<file path="config.mk">
export PLATFORM = sky130hd
export DESIGN_NAME = tfl_timer_flags
export DESIGN_NICKNAME = d
export VERILOG_FILES = /design/src/tfl_pkg.sv /design/src/tfl_timer_flags.sv
export VERILOG_INCLUDE_DIRS = /design/src
export SDC_FILE = /design/constraint.sdc
export NUM_CORES = 1
export LEC_CHECK = 0
export ABC_AREA = 1
export BUFFER_PORTS_ARGS = -buffer_cell sky130_fd_sc_hd__buf_4
export CAP_MARGIN = 20
export CORE_AREA = 10 10 120 122
export DETAILED_ROUTE_END_ITERATION = 7
export DIE_AREA = 0 0 130 132
export PLACE_DENSITY = 0.8
export SYNTH_ARGS = -nofsm -noshare
export SYNTH_HDL_FRONTEND = slang
export SYNTH_SLANG_ARGS = --single-unit
</file>
<file path="constraint.sdc">
create_clock -name ref_clk -period 2.31 [get_ports ref_clk]
set_input_delay 0.462 -clock ref_clk [delete_from_list [all_inputs] [get_ports ref_clk]]
set_output_delay 0.462 -clock ref_clk [all_outputs]
set_load 0.05 [all_outputs]
</file>
<file path="src/tfl_defines.svh">
// register indices, bit positions and reset values of the timer flag block
// assumes byte address = 4 * index on a 32-bit apb word bus
`ifndef TFL_DEFINES_SVH
`define TFL_DEFINES_SVH
// -----------------------------------------------------------------
// register indices
// -----------------------------------------------------------------
`define TFL_IDX_CAP1_HI   6'h10
`define TFL_IDX_CAP1_LO   6'h11
`define TFL_IDX_CMP1_HI   6'h12
`define TFL_IDX_CMP1_LO   6'h13
`define TFL_IDX_CAP2_HI   6'h14
`define TFL_IDX_CAP2_LO   6'h15
`define TFL_IDX_CMP2_HI   6'h16
`define TFL_IDX_CMP2_LO   6'h17
`define TFL_IDX_CNT_HI    6'h18
`define TFL_IDX_CNT_LO    6'h19
`define TFL_IDX_ALT_HI    6'h1A
`define TFL_IDX_ALT_LO    6'h1B
`define TFL_IDX_CTRL1     6'h1C
`define TFL_IDX_CTRL2     6'h1D
`define TFL_IDX_STATUS    6'h1E
// -----------------------------------------------------------------
// flag vector positions (status bits 7..3)
// -----------------------------------------------------------------
`define TFL_F_CAP1        4
`define TFL_F_CAP2        3
`define TFL_F_CMP1        2
`define TFL_F_WRAP        1
`define TFL_F_CMP2        0
// -----------------------------------------------------------------
// control bit positions
// -----------------------------------------------------------------
`define TFL_C1_TIMER_OFF  0
`define TFL_C2_POL_ONE    7
`define TFL_C2_POL_TWO    6
// -----------------------------------------------------------------
// reset values and timing
// -----------------------------------------------------------------
`define TFL_CNT_RESET     16'hFFFC
`define TFL_CNT_TOP       16'hFFFF
`define TFL_CMP_RESET     16'h0000
`define TFL_CTRL_RESET    8'h00
`define TFL_PRESCALE      4
`endif

</file>
<file path="src/tfl_pkg.sv">
// types of the timer flag block
// assumes tfl_defines.svh for all numeric constants
package tfl_pkg;
    // -------------------------------------------------------------
    // whole register state of the block
    // -------------------------------------------------------------
    typedef struct packed {
        logic [15:0]       counter;
        logic [7:0]        presc;
        logic [1:0][15:0]  cap;
        logic [1:0][15:0]  cmp;
        logic [7:0]        ctrl1;
        logic [7:0]        ctrl2;
        logic [4:0]        flg;
        logic [4:0]        arm;
        logic [1:0]        lvl;
        logic [1:0]        sync1;
        logic [1:0]        sync2;
        logic [1:0]        prev;
        logic [1:0]        stop_armed;
        logic [1:0]        inhib;
        logic              stop_d;
        logic              pready;
        logic [31:0]       prdata;
        logic              pslverr;
        logic              irq;
        logic              wake;
    } tfl_state_t;
endpackage

</file>
<file path="src/tfl_timer_flags.sv">
// timer counter with capture/compare flags, two-step flag clear and stop/wait behaviour
// assumes an apb master on ref_clk and capture pins from outside the clock domain
//
// Contract
// - read-only status: bits 7..3 hold the five flags, bits 2..1 the sampled levels, bit 0 reads zero
// - capture one flag sets on selected edge of capture pin one
// - capture one flag clears after status access then capture one low byte access
// - capture two flag sets on selected edge of capture pin two
// - capture two flag clears after status access then capture two low byte access
// - compare one flag sets when compare one equals the counter
// - compare one flag clears after status access then compare one low access
// - wrap flag sets when counter rolls from all ones to zero
// - wrap flag clears after status access then counter low byte access
// - compare two flag sets when compare two equals the counter
// - compare two flag clears after status access then compare two low access
// - compare one match loads capture pin one level into sampled level one
// - compare two match loads capture pin two level into sampled level two
// - any status read or write arms clearing of each flag then set
// - alternate counter mirrors counter, reads never touch wrap flag
// - timer keeps counting during wait mode
// - reset ending wait forces counter to FFFC
// - enabled timer interrupt wakes the processor from wait
// - stop halts the counter and keeps its value
// - reset ending stop forces counter to FFFC
// - stop edge loads first data and arms capture silently; flag appears on wakeup
// - reset ending stop discards any capture armed during stop
// - polarity bit one picks rising edges, zero picks falling edges
// - capture raises interrupt only when its enable bit is set
`include "tfl_defines.svh"
`timescale 1ns/1ps
`default_nettype none

module tfl_timer_flags #(
    parameter int ADDR_W   = 8,
    parameter int PRESCALE = `TFL_PRESCALE
) (
    input  wire logic              ref_clk,
    input  wire logic              rst,
    input  wire logic              psel,
    input  wire logic              penable,
    input  wire logic              pwrite,
    input  wire logic [ADDR_W-1:0] paddr,
    input  wire logic [31:0]       pwdata,
    output var  logic              pready,
    output var  logic [31:0]       prdata,
    output var  logic              pslverr,
    input  wire logic              capture_pin_one,
    input  wire logic              capture_pin_two,
    input  wire logic              wait_mode,
    input  wire logic              stop_mode,
    output var  logic              timer_irq,
    output var  logic              wake_request
);

    // -------------------------------------------------------------
    // helpers
    // -------------------------------------------------------------
    function automatic logic tfl_mapped(input logic [5:0] idx);
        logic m;
        m = 1'b0;
        if (idx >= `TFL_IDX_CAP1_HI && idx <= `TFL_IDX_STATUS) begin
            m = 1'b1;
        end
        return m;
    endfunction

    // low byte register whose access completes a flag's clear
    function automatic logic [5:0] tfl_low_idx(input int f);
        logic [5:0] r;
        case (f)
            `TFL_F_CAP1: r = `TFL_IDX_CAP1_LO;
            `TFL_F_CAP2: r = `TFL_IDX_CAP2_LO;
            `TFL_F_CMP1: r = `TFL_IDX_CMP1_LO;
            `TFL_F_WRAP: r = `TFL_IDX_CNT_LO;
            default:     r = `TFL_IDX_CMP2_LO;
        endcase
        return r;
    endfunction

    localparam logic [7:0] PRESC_LAST = 8'(PRESCALE - 1);

    tfl_pkg::tfl_state_t cur;
    tfl_pkg::tfl_state_t next_st;

    logic       acc;
    logic [5:0] idx;
    logic       tick;
    logic       run;
    logic [1:0] edge_seen;
    logic [1:0] pol;
    logic [15:0] next_cnt;
    logic [7:0] rd_byte;

    // -------------------------------------------------------------
    // next state
    // -------------------------------------------------------------
    always_comb begin
        next_st   = cur;
        idx       = paddr[7:2];
        acc       = psel && penable && cur.pready;
        tick      = (cur.presc == PRESC_LAST);
        run       = !stop_mode && !cur.ctrl1[`TFL_C1_TIMER_OFF];
        pol       = {cur.ctrl2[`TFL_C2_POL_TWO], cur.ctrl2[`TFL_C2_POL_ONE]};
        next_cnt  = cur.counter + 16'h0001;
        rd_byte   = 8'h00;

        // pins pass two flops; edges are taken on the second and third
        next_st.sync1 = {capture_pin_two, capture_pin_one};
        next_st.sync2 = cur.sync1;
        next_st.prev  = cur.sync2;
        next_st.stop_d = stop_mode;
        for (int i = 0; i < 2; i++) begin
            edge_seen[i] = pol[i] ? (cur.sync2[i] && !cur.prev[i])
                                  : (!cur.sync2[i] && cur.prev[i]);
        end

        // ---------------------------------------------------------
        // apb read data, one wait state
        // ---------------------------------------------------------
        case (idx)
            `TFL_IDX_CAP1_HI: rd_byte = cur.cap[0][15:8];
            `TFL_IDX_CAP1_LO: rd_byte = cur.cap[0][7:0];
            `TFL_IDX_CAP2_HI: rd_byte = cur.cap[1][15:8];
            `TFL_IDX_CAP2_LO: rd_byte = cur.cap[1][7:0];
            `TFL_IDX_CMP1_HI: rd_byte = cur.cmp[0][15:8];
            `TFL_IDX_CMP1_LO: rd_byte = cur.cmp[0][7:0];
            `TFL_IDX_CMP2_HI: rd_byte = cur.cmp[1][15:8];
            `TFL_IDX_CMP2_LO: rd_byte = cur.cmp[1][7:0];
            `TFL_IDX_CNT_HI:  rd_byte = cur.counter[15:8];
            `TFL_IDX_CNT_LO:  rd_byte = cur.counter[7:0];
            `TFL_IDX_ALT_HI:  rd_byte = cur.counter[15:8];
            `TFL_IDX_ALT_LO:  rd_byte = cur.counter[7:0];
            `TFL_IDX_CTRL1:   rd_byte = cur.ctrl1;
            `TFL_IDX_CTRL2:   rd_byte = cur.ctrl2;
            `TFL_IDX_STATUS:  rd_byte = {cur.flg, cur.lvl[0], cur.lvl[1], 1'b0};
            default:          rd_byte = 8'h00;
        endcase

        // error stands with pready only; a refused access reads zero
        next_st.pready  = 1'b0;
        next_st.pslverr = 1'b0;
        if (psel && penable && !cur.pready) begin
            next_st.pready  = 1'b1;
            next_st.pslverr = !tfl_mapped(idx) || (paddr[1:0] != 2'b00);
            next_st.prdata  = next_st.pslverr ? 32'h00000000 : {24'h000000, rd_byte};
        end

        // ---------------------------------------------------------
        // register side effects at the completing edge
        // ---------------------------------------------------------
        // clears come first so that a same-cycle hardware set wins
        if (acc && !cur.pslverr) begin
            if (idx == `TFL_IDX_STATUS) begin
                next_st.arm = cur.arm | cur.flg;
            end
            for (int f = 0; f < 5; f++) begin
                if (idx == tfl_low_idx(f) && cur.arm[f]) begin
                    next_st.flg[f] = 1'b0;
                    next_st.arm[f] = 1'b0;
                end
            end
            if (!pwrite) begin
                // high byte read freezes the capture until the low byte is read
                if (idx == `TFL_IDX_CAP1_HI) next_st.inhib[0] = 1'b1;
                if (idx == `TFL_IDX_CAP1_LO) next_st.inhib[0] = 1'b0;
                if (idx == `TFL_IDX_CAP2_HI) next_st.inhib[1] = 1'b1;
                if (idx == `TFL_IDX_CAP2_LO) next_st.inhib[1] = 1'b0;
            end else begin
                case (idx)
                    `TFL_IDX_CTRL1:   next_st.ctrl1 = pwdata[7:0];
                    `TFL_IDX_CTRL2:   next_st.ctrl2 = pwdata[7:0];
                    `TFL_IDX_CMP1_HI: next_st.cmp[0][15:8] = pwdata[7:0];
                    `TFL_IDX_CMP1_LO: next_st.cmp[0][7:0] = pwdata[7:0];
                    `TFL_IDX_CMP2_HI: next_st.cmp[1][15:8] = pwdata[7:0];
                    `TFL_IDX_CMP2_LO: next_st.cmp[1][7:0] = pwdata[7:0];
                    default: ;
                endcase
            end
        end

        // ---------------------------------------------------------
        // free-running counter, compares and sampled levels
        // ---------------------------------------------------------
        // stop or timer-off freezes counter and prescaler alike
        if (run) begin
            next_st.presc = cur.presc + 8'h01;
            if (tick) begin
                next_st.presc   = 8'h00;
                next_st.counter = next_cnt;
                if (cur.counter == `TFL_CNT_TOP) begin
                    next_st.flg[`TFL_F_WRAP] = 1'b1;
                end
                if (next_cnt == cur.cmp[0]) begin
                    next_st.flg[`TFL_F_CMP1] = 1'b1;
                    next_st.lvl[0] = cur.sync2[0];
                end
                if (next_cnt == cur.cmp[1]) begin
                    next_st.flg[`TFL_F_CMP2] = 1'b1;
                    next_st.lvl[1] = cur.sync2[1];
                end
            end
        end

        // ---------------------------------------------------------
        // capture channels
        // ---------------------------------------------------------
        for (int i = 0; i < 2; i++) begin
            if (edge_seen[i]) begin
                if (stop_mode) begin
                    // only the first edge in stop keeps its data
                    if (!cur.stop_armed[i]) begin
                        next_st.stop_armed[i] = 1'b1;
                        if (!cur.inhib[i]) next_st.cap[i] = cur.counter;
                    end
                end else begin
                    if (!cur.inhib[i]) next_st.cap[i] = cur.counter;
                    next_st.flg[`TFL_F_CAP1 - i] = 1'b1;
                end
            end
            if (cur.stop_d && !stop_mode && cur.stop_armed[i]) begin
                next_st.flg[`TFL_F_CAP1 - i] = 1'b1;
                next_st.stop_armed[i] = 1'b0;
            end
        end

        // ---------------------------------------------------------
        // interrupt and wake request
        // ---------------------------------------------------------
        next_st.irq  = |(next_st.flg & next_st.ctrl1[7:3]);
        next_st.wake = next_st.irq && wait_mode;

        // ---------------------------------------------------------
        // synchronous reset
        // ---------------------------------------------------------
        if (rst) begin
            next_st         = '0;
            // pin chain keeps running so no false edge follows reset
            next_st.sync1   = {capture_pin_two, capture_pin_one};
            next_st.sync2   = cur.sync1;
            next_st.prev    = cur.sync2;
            next_st.counter = `TFL_CNT_RESET;
            next_st.cmp[0]  = `TFL_CMP_RESET;
            next_st.cmp[1]  = `TFL_CMP_RESET;
            next_st.ctrl1   = `TFL_CTRL_RESET;
            next_st.ctrl2   = `TFL_CTRL_RESET;
        end
    end

    // -------------------------------------------------------------
    // state register
    // -------------------------------------------------------------
    always_ff @(posedge ref_clk) begin
        cur <= next_st;
    end

    assign pready       = cur.pready;
    assign prdata       = cur.prdata;
    assign pslverr      = cur.pslverr;
    assign timer_irq    = cur.irq;
    assign wake_request = cur.wake;

endmodule

`default_nettype wire

</file>
==> results.yml <==
synthesis:
  syn_area_sq_um: 6880
  yosysWarnings: 0
  synth.distinct_cells: 42
  ys.flop_type: "dfxtp_1"
  synth_xor_area_share_pct: 1.53
  synth_compound_gate_area_share_pct: 19.9
  synth_area_leaders: "dfxtp_1 40%, nand2_1 10%, o21ai_0 7.5%"
  postSynth.asyncResetShare_pct: 0
  yosys.area_share.adder_pct: 0.364
  synth_mux_area_share_pct: 0
  synth_top_area_share_pct: 40.5
  avgSynthCellArea_sq_um: 7.02
  netlist_top_cells_count: "192 x nand2_1, 139 x dfxtp_1, 107 x nor2_1"
  yosysMostFrequentCell: "nand2_1"
  synth-seq-cells: 139
  yosys.area_share.simple_pct: 27.2
  synth_edf_count: 0
  synth_top_cell_by_area: "dfxtp_1"
  syn_inst: 979
  ys_seq_area_share_pct: 40.5
  synth_top_family_by_area: "simple AND/OR/NAND/NOR gates"
floorplanning:
  dieArea_sq_um: 17200
  rows: 40
  die_y_um: 132
  coreArea_sq_um: 11900
  start_util_pct: 57.7
  die_w_um: 130
  io_pins: 85
clock_tree:
  clkTransAtPathRegs_ns: 0.06
  clock_sinks: 139
  clock_path_buffers: 2
  insertion_delay_ns: 0.43
  cts_hold_buf: 0
  h-tree-depth: 4
  cts_tree: "done"
  cts_root_buffer: "clkbuf_16"
  cts_made_buffers: 17
cells_and_area:
  fin_area_sq_um: 8030
  diodes: 0
  layout.nets: 1089
  synthToLayoutAreaGrowth_pct: 16.8
  utilization_pct: 67.4
  drive_above_1_share_pct: 14.6
critical_path:
  crit_path_end_kind: "flop"
  path_class: "flop to flop"
  crit_required_ns: 2.68
  slowest_delay_ns: 0.35
  cp_slowest_cell: "dfxtp_2"
  critPathArrivalTime_ns: 2.55
  crit_chain: "ha_2 > nand2_1 > nor2_4 > buf_12 > nand4_1 > nand2_2 > nand2_1 > nand2_1 > nand2_1 > nor2_2 > nand3_2 > nand2_1 > nand2_1 > nand3_1 > nand2_1 > nor2_2"
  startpoint_type: "flop"
  critPathMaxFanout: 10
  crit_top_cell: "nand2_1"
power_and_ir_drop:
  p_clk_share_pct: 50.5
  internal_power_mw: 4.40
  power_frac_comb_pct: 6.5
  p_total_mw: 5.79
  p_sw_share_pct: 24.1
  p_sw_mw: 1.40
  vdd.ir_drop.worst_mv: 0.681
  p_per_area_nw_per_um2: 722
  leakagePower_nw: 3.53
  power.share.sequential_pct: 43.0
global_route:
  grt_util_met2_pct: 37.5
  grt_max_degree: 46
  grt_pass1_vias: 6407
  antenna_found_initial: 0
  track_usage_pct: 24.0
  grt_pass1_wl_um: 32500
  busiest_layer: "met2"
  globalRoute.totalOverflow: 0
  gr-usage-met3_pct: 5.11
  grtUsageMet1_pct: 29.6
detailed_routing:
  post_drt_wl_per_cell_um: 17.4
  via_per_inst: 5.71
  drc_errors: 0
  first_iter_violations: 790
  drt-total-wl_um: 20800
  vias: 6845
  ant_nets: 0
  first_pass_iters: 6
placement:
  gp_congestion: 0.966
  dp_hpwl_um: 15000
  placed_area_sq_um: 7320
  io_buffers: 36
sta:
  max_freq_ghz: 0.459
  skew_ns: 0.00764
  maxSlewViolCount: 0
  finalSetupViolations: 0
  fin_crit_sh_pct: 94.4
  timing.hold.ws_ns: 0.130
  min_period_ns: 2.18
  hold_viol: 0
worst_hold_path:
  hp-class: "primary input to flop"
run:
  cap_viol_max_count: 0
outcome:
  status: "complete, no violations"
[cell usage in the layout, fill, tap and decap left out, drive strengths merged]
| master | n |
|---|---|
| nor3 | 15 |
| inv | 104 |
| a41oi | 1 |
| clkinvlp | 3 |
| o21ai | 107 |
| nor2 | 127 |
| nand2 | 198 |
| buf | 74 |
| o2111ai | 6 |
| a21oi | 95 |
| or2 | 3 |
| a32oi | 1 |
| xor2 | 7 |
| clkbuf | 18 |
| nand3b | 6 |
| a22oi | 10 |
| a21boi | 1 |
| o22ai | 8 |
| a211oi | 1 |
| ha | 2 |
| xnor2 | 5 |
| o21a | 4 |
| a32o | 1 |
| nand3 | 55 |
| bufinv | 4 |
| nand4 | 14 |
| dfxtp | 139 |
| conb | 24 |
| a221oi | 8 |
| clkinv | 5 |
| a31oi | 5 |
[layout make-up]
type | instances | area, sq um
Sequential cell | 139 | 2780
Clock buffer | 18 | 439
Multi-Input combinational cell | 704 | 3480
Inverter | 102 | 383
Fill cell | 992 | 3880
Tap cell | 147 | 184
Timing Repair Buffer | 74 | 568
Clock inverter | 14 | 193
[path summary, 6_finish.rpt]
path / startpoint / end / slack [ns] / cells past startpoint
min: capture_pin_one / cur[45] / 0.13 / 1
min reg2reg: cur[45] / cur[43] / 0.34 / 0
max: cur[148] / wake_request / 0.13 / 16
max reg2reg: cur[148] / wake_request / 0.13 / 16
[cells by family after synthesis]
family	Yosys count
other cells	1
flops	139
simple gates	418
xor+xnor	12
buf+inv	159
compound gates	248
fa+ha+maj	2
[flip-flops by register name, indices dropped and copies added (netlist names)]
register / cells
timer_irq: 1
cur: 127
wake_request: 1
pslverr: 1
prdata: 8
pready: 1
[layer usage]
| layer | wire length (um) | up-vias |
|---|---|---|
| li1 | - | 3322 |
| met2 | 9730 | 357 |
| met5 | 0 | - |
| met4 | 968 | 0 |
| met1 | 8230 | 3101 |
| met3 | 1910 | 65 |
[what timing repair did]
| item | 4_1_cts | 5_1_grt |
|---|---|---|
| setup endpoints to repair | 0 | 5 |
| setup buffers | 0 | 5 |
| gates resized for setup | 0 | 8 |
[critical path, delay by kind of cell (launching register included)]
family	cells	cell delay [ns]
and+or+nand+nor	14	1.44
DFF	1	0.35
adders and majority gates	1	0.19
buffers and inverters	1	0.14
[metrics by stage]
| step | TNS (ns) | std cells | setup WS, ns |
|---|---|---|---|
| CTS | 0 | 1193 | 0.00345 |
| detailed placement | 0 | 1161 | 0.0742 |
| floorplan | 0 | 1002 | 0.226 |
| global placement | 0 | 1161 | 0.137 |
| global route | -0.0233 | 1198 | -0.0233 |
| finish | 0 | 1198 | 0.130 |
[power by group through the flow]
stage	registers (mW)	clock network [mW]	logic [mW]
final	2.49	2.93	0.378
after global routing	2.50	3.03	0.409
after CTS	2.49	2.93	0.370
after detailed placement	2.54	0	0.367
after global placement	2.54	0	0.361
after floorplan	2.54	0	0.282
Power figures use the tool's default switching activity.
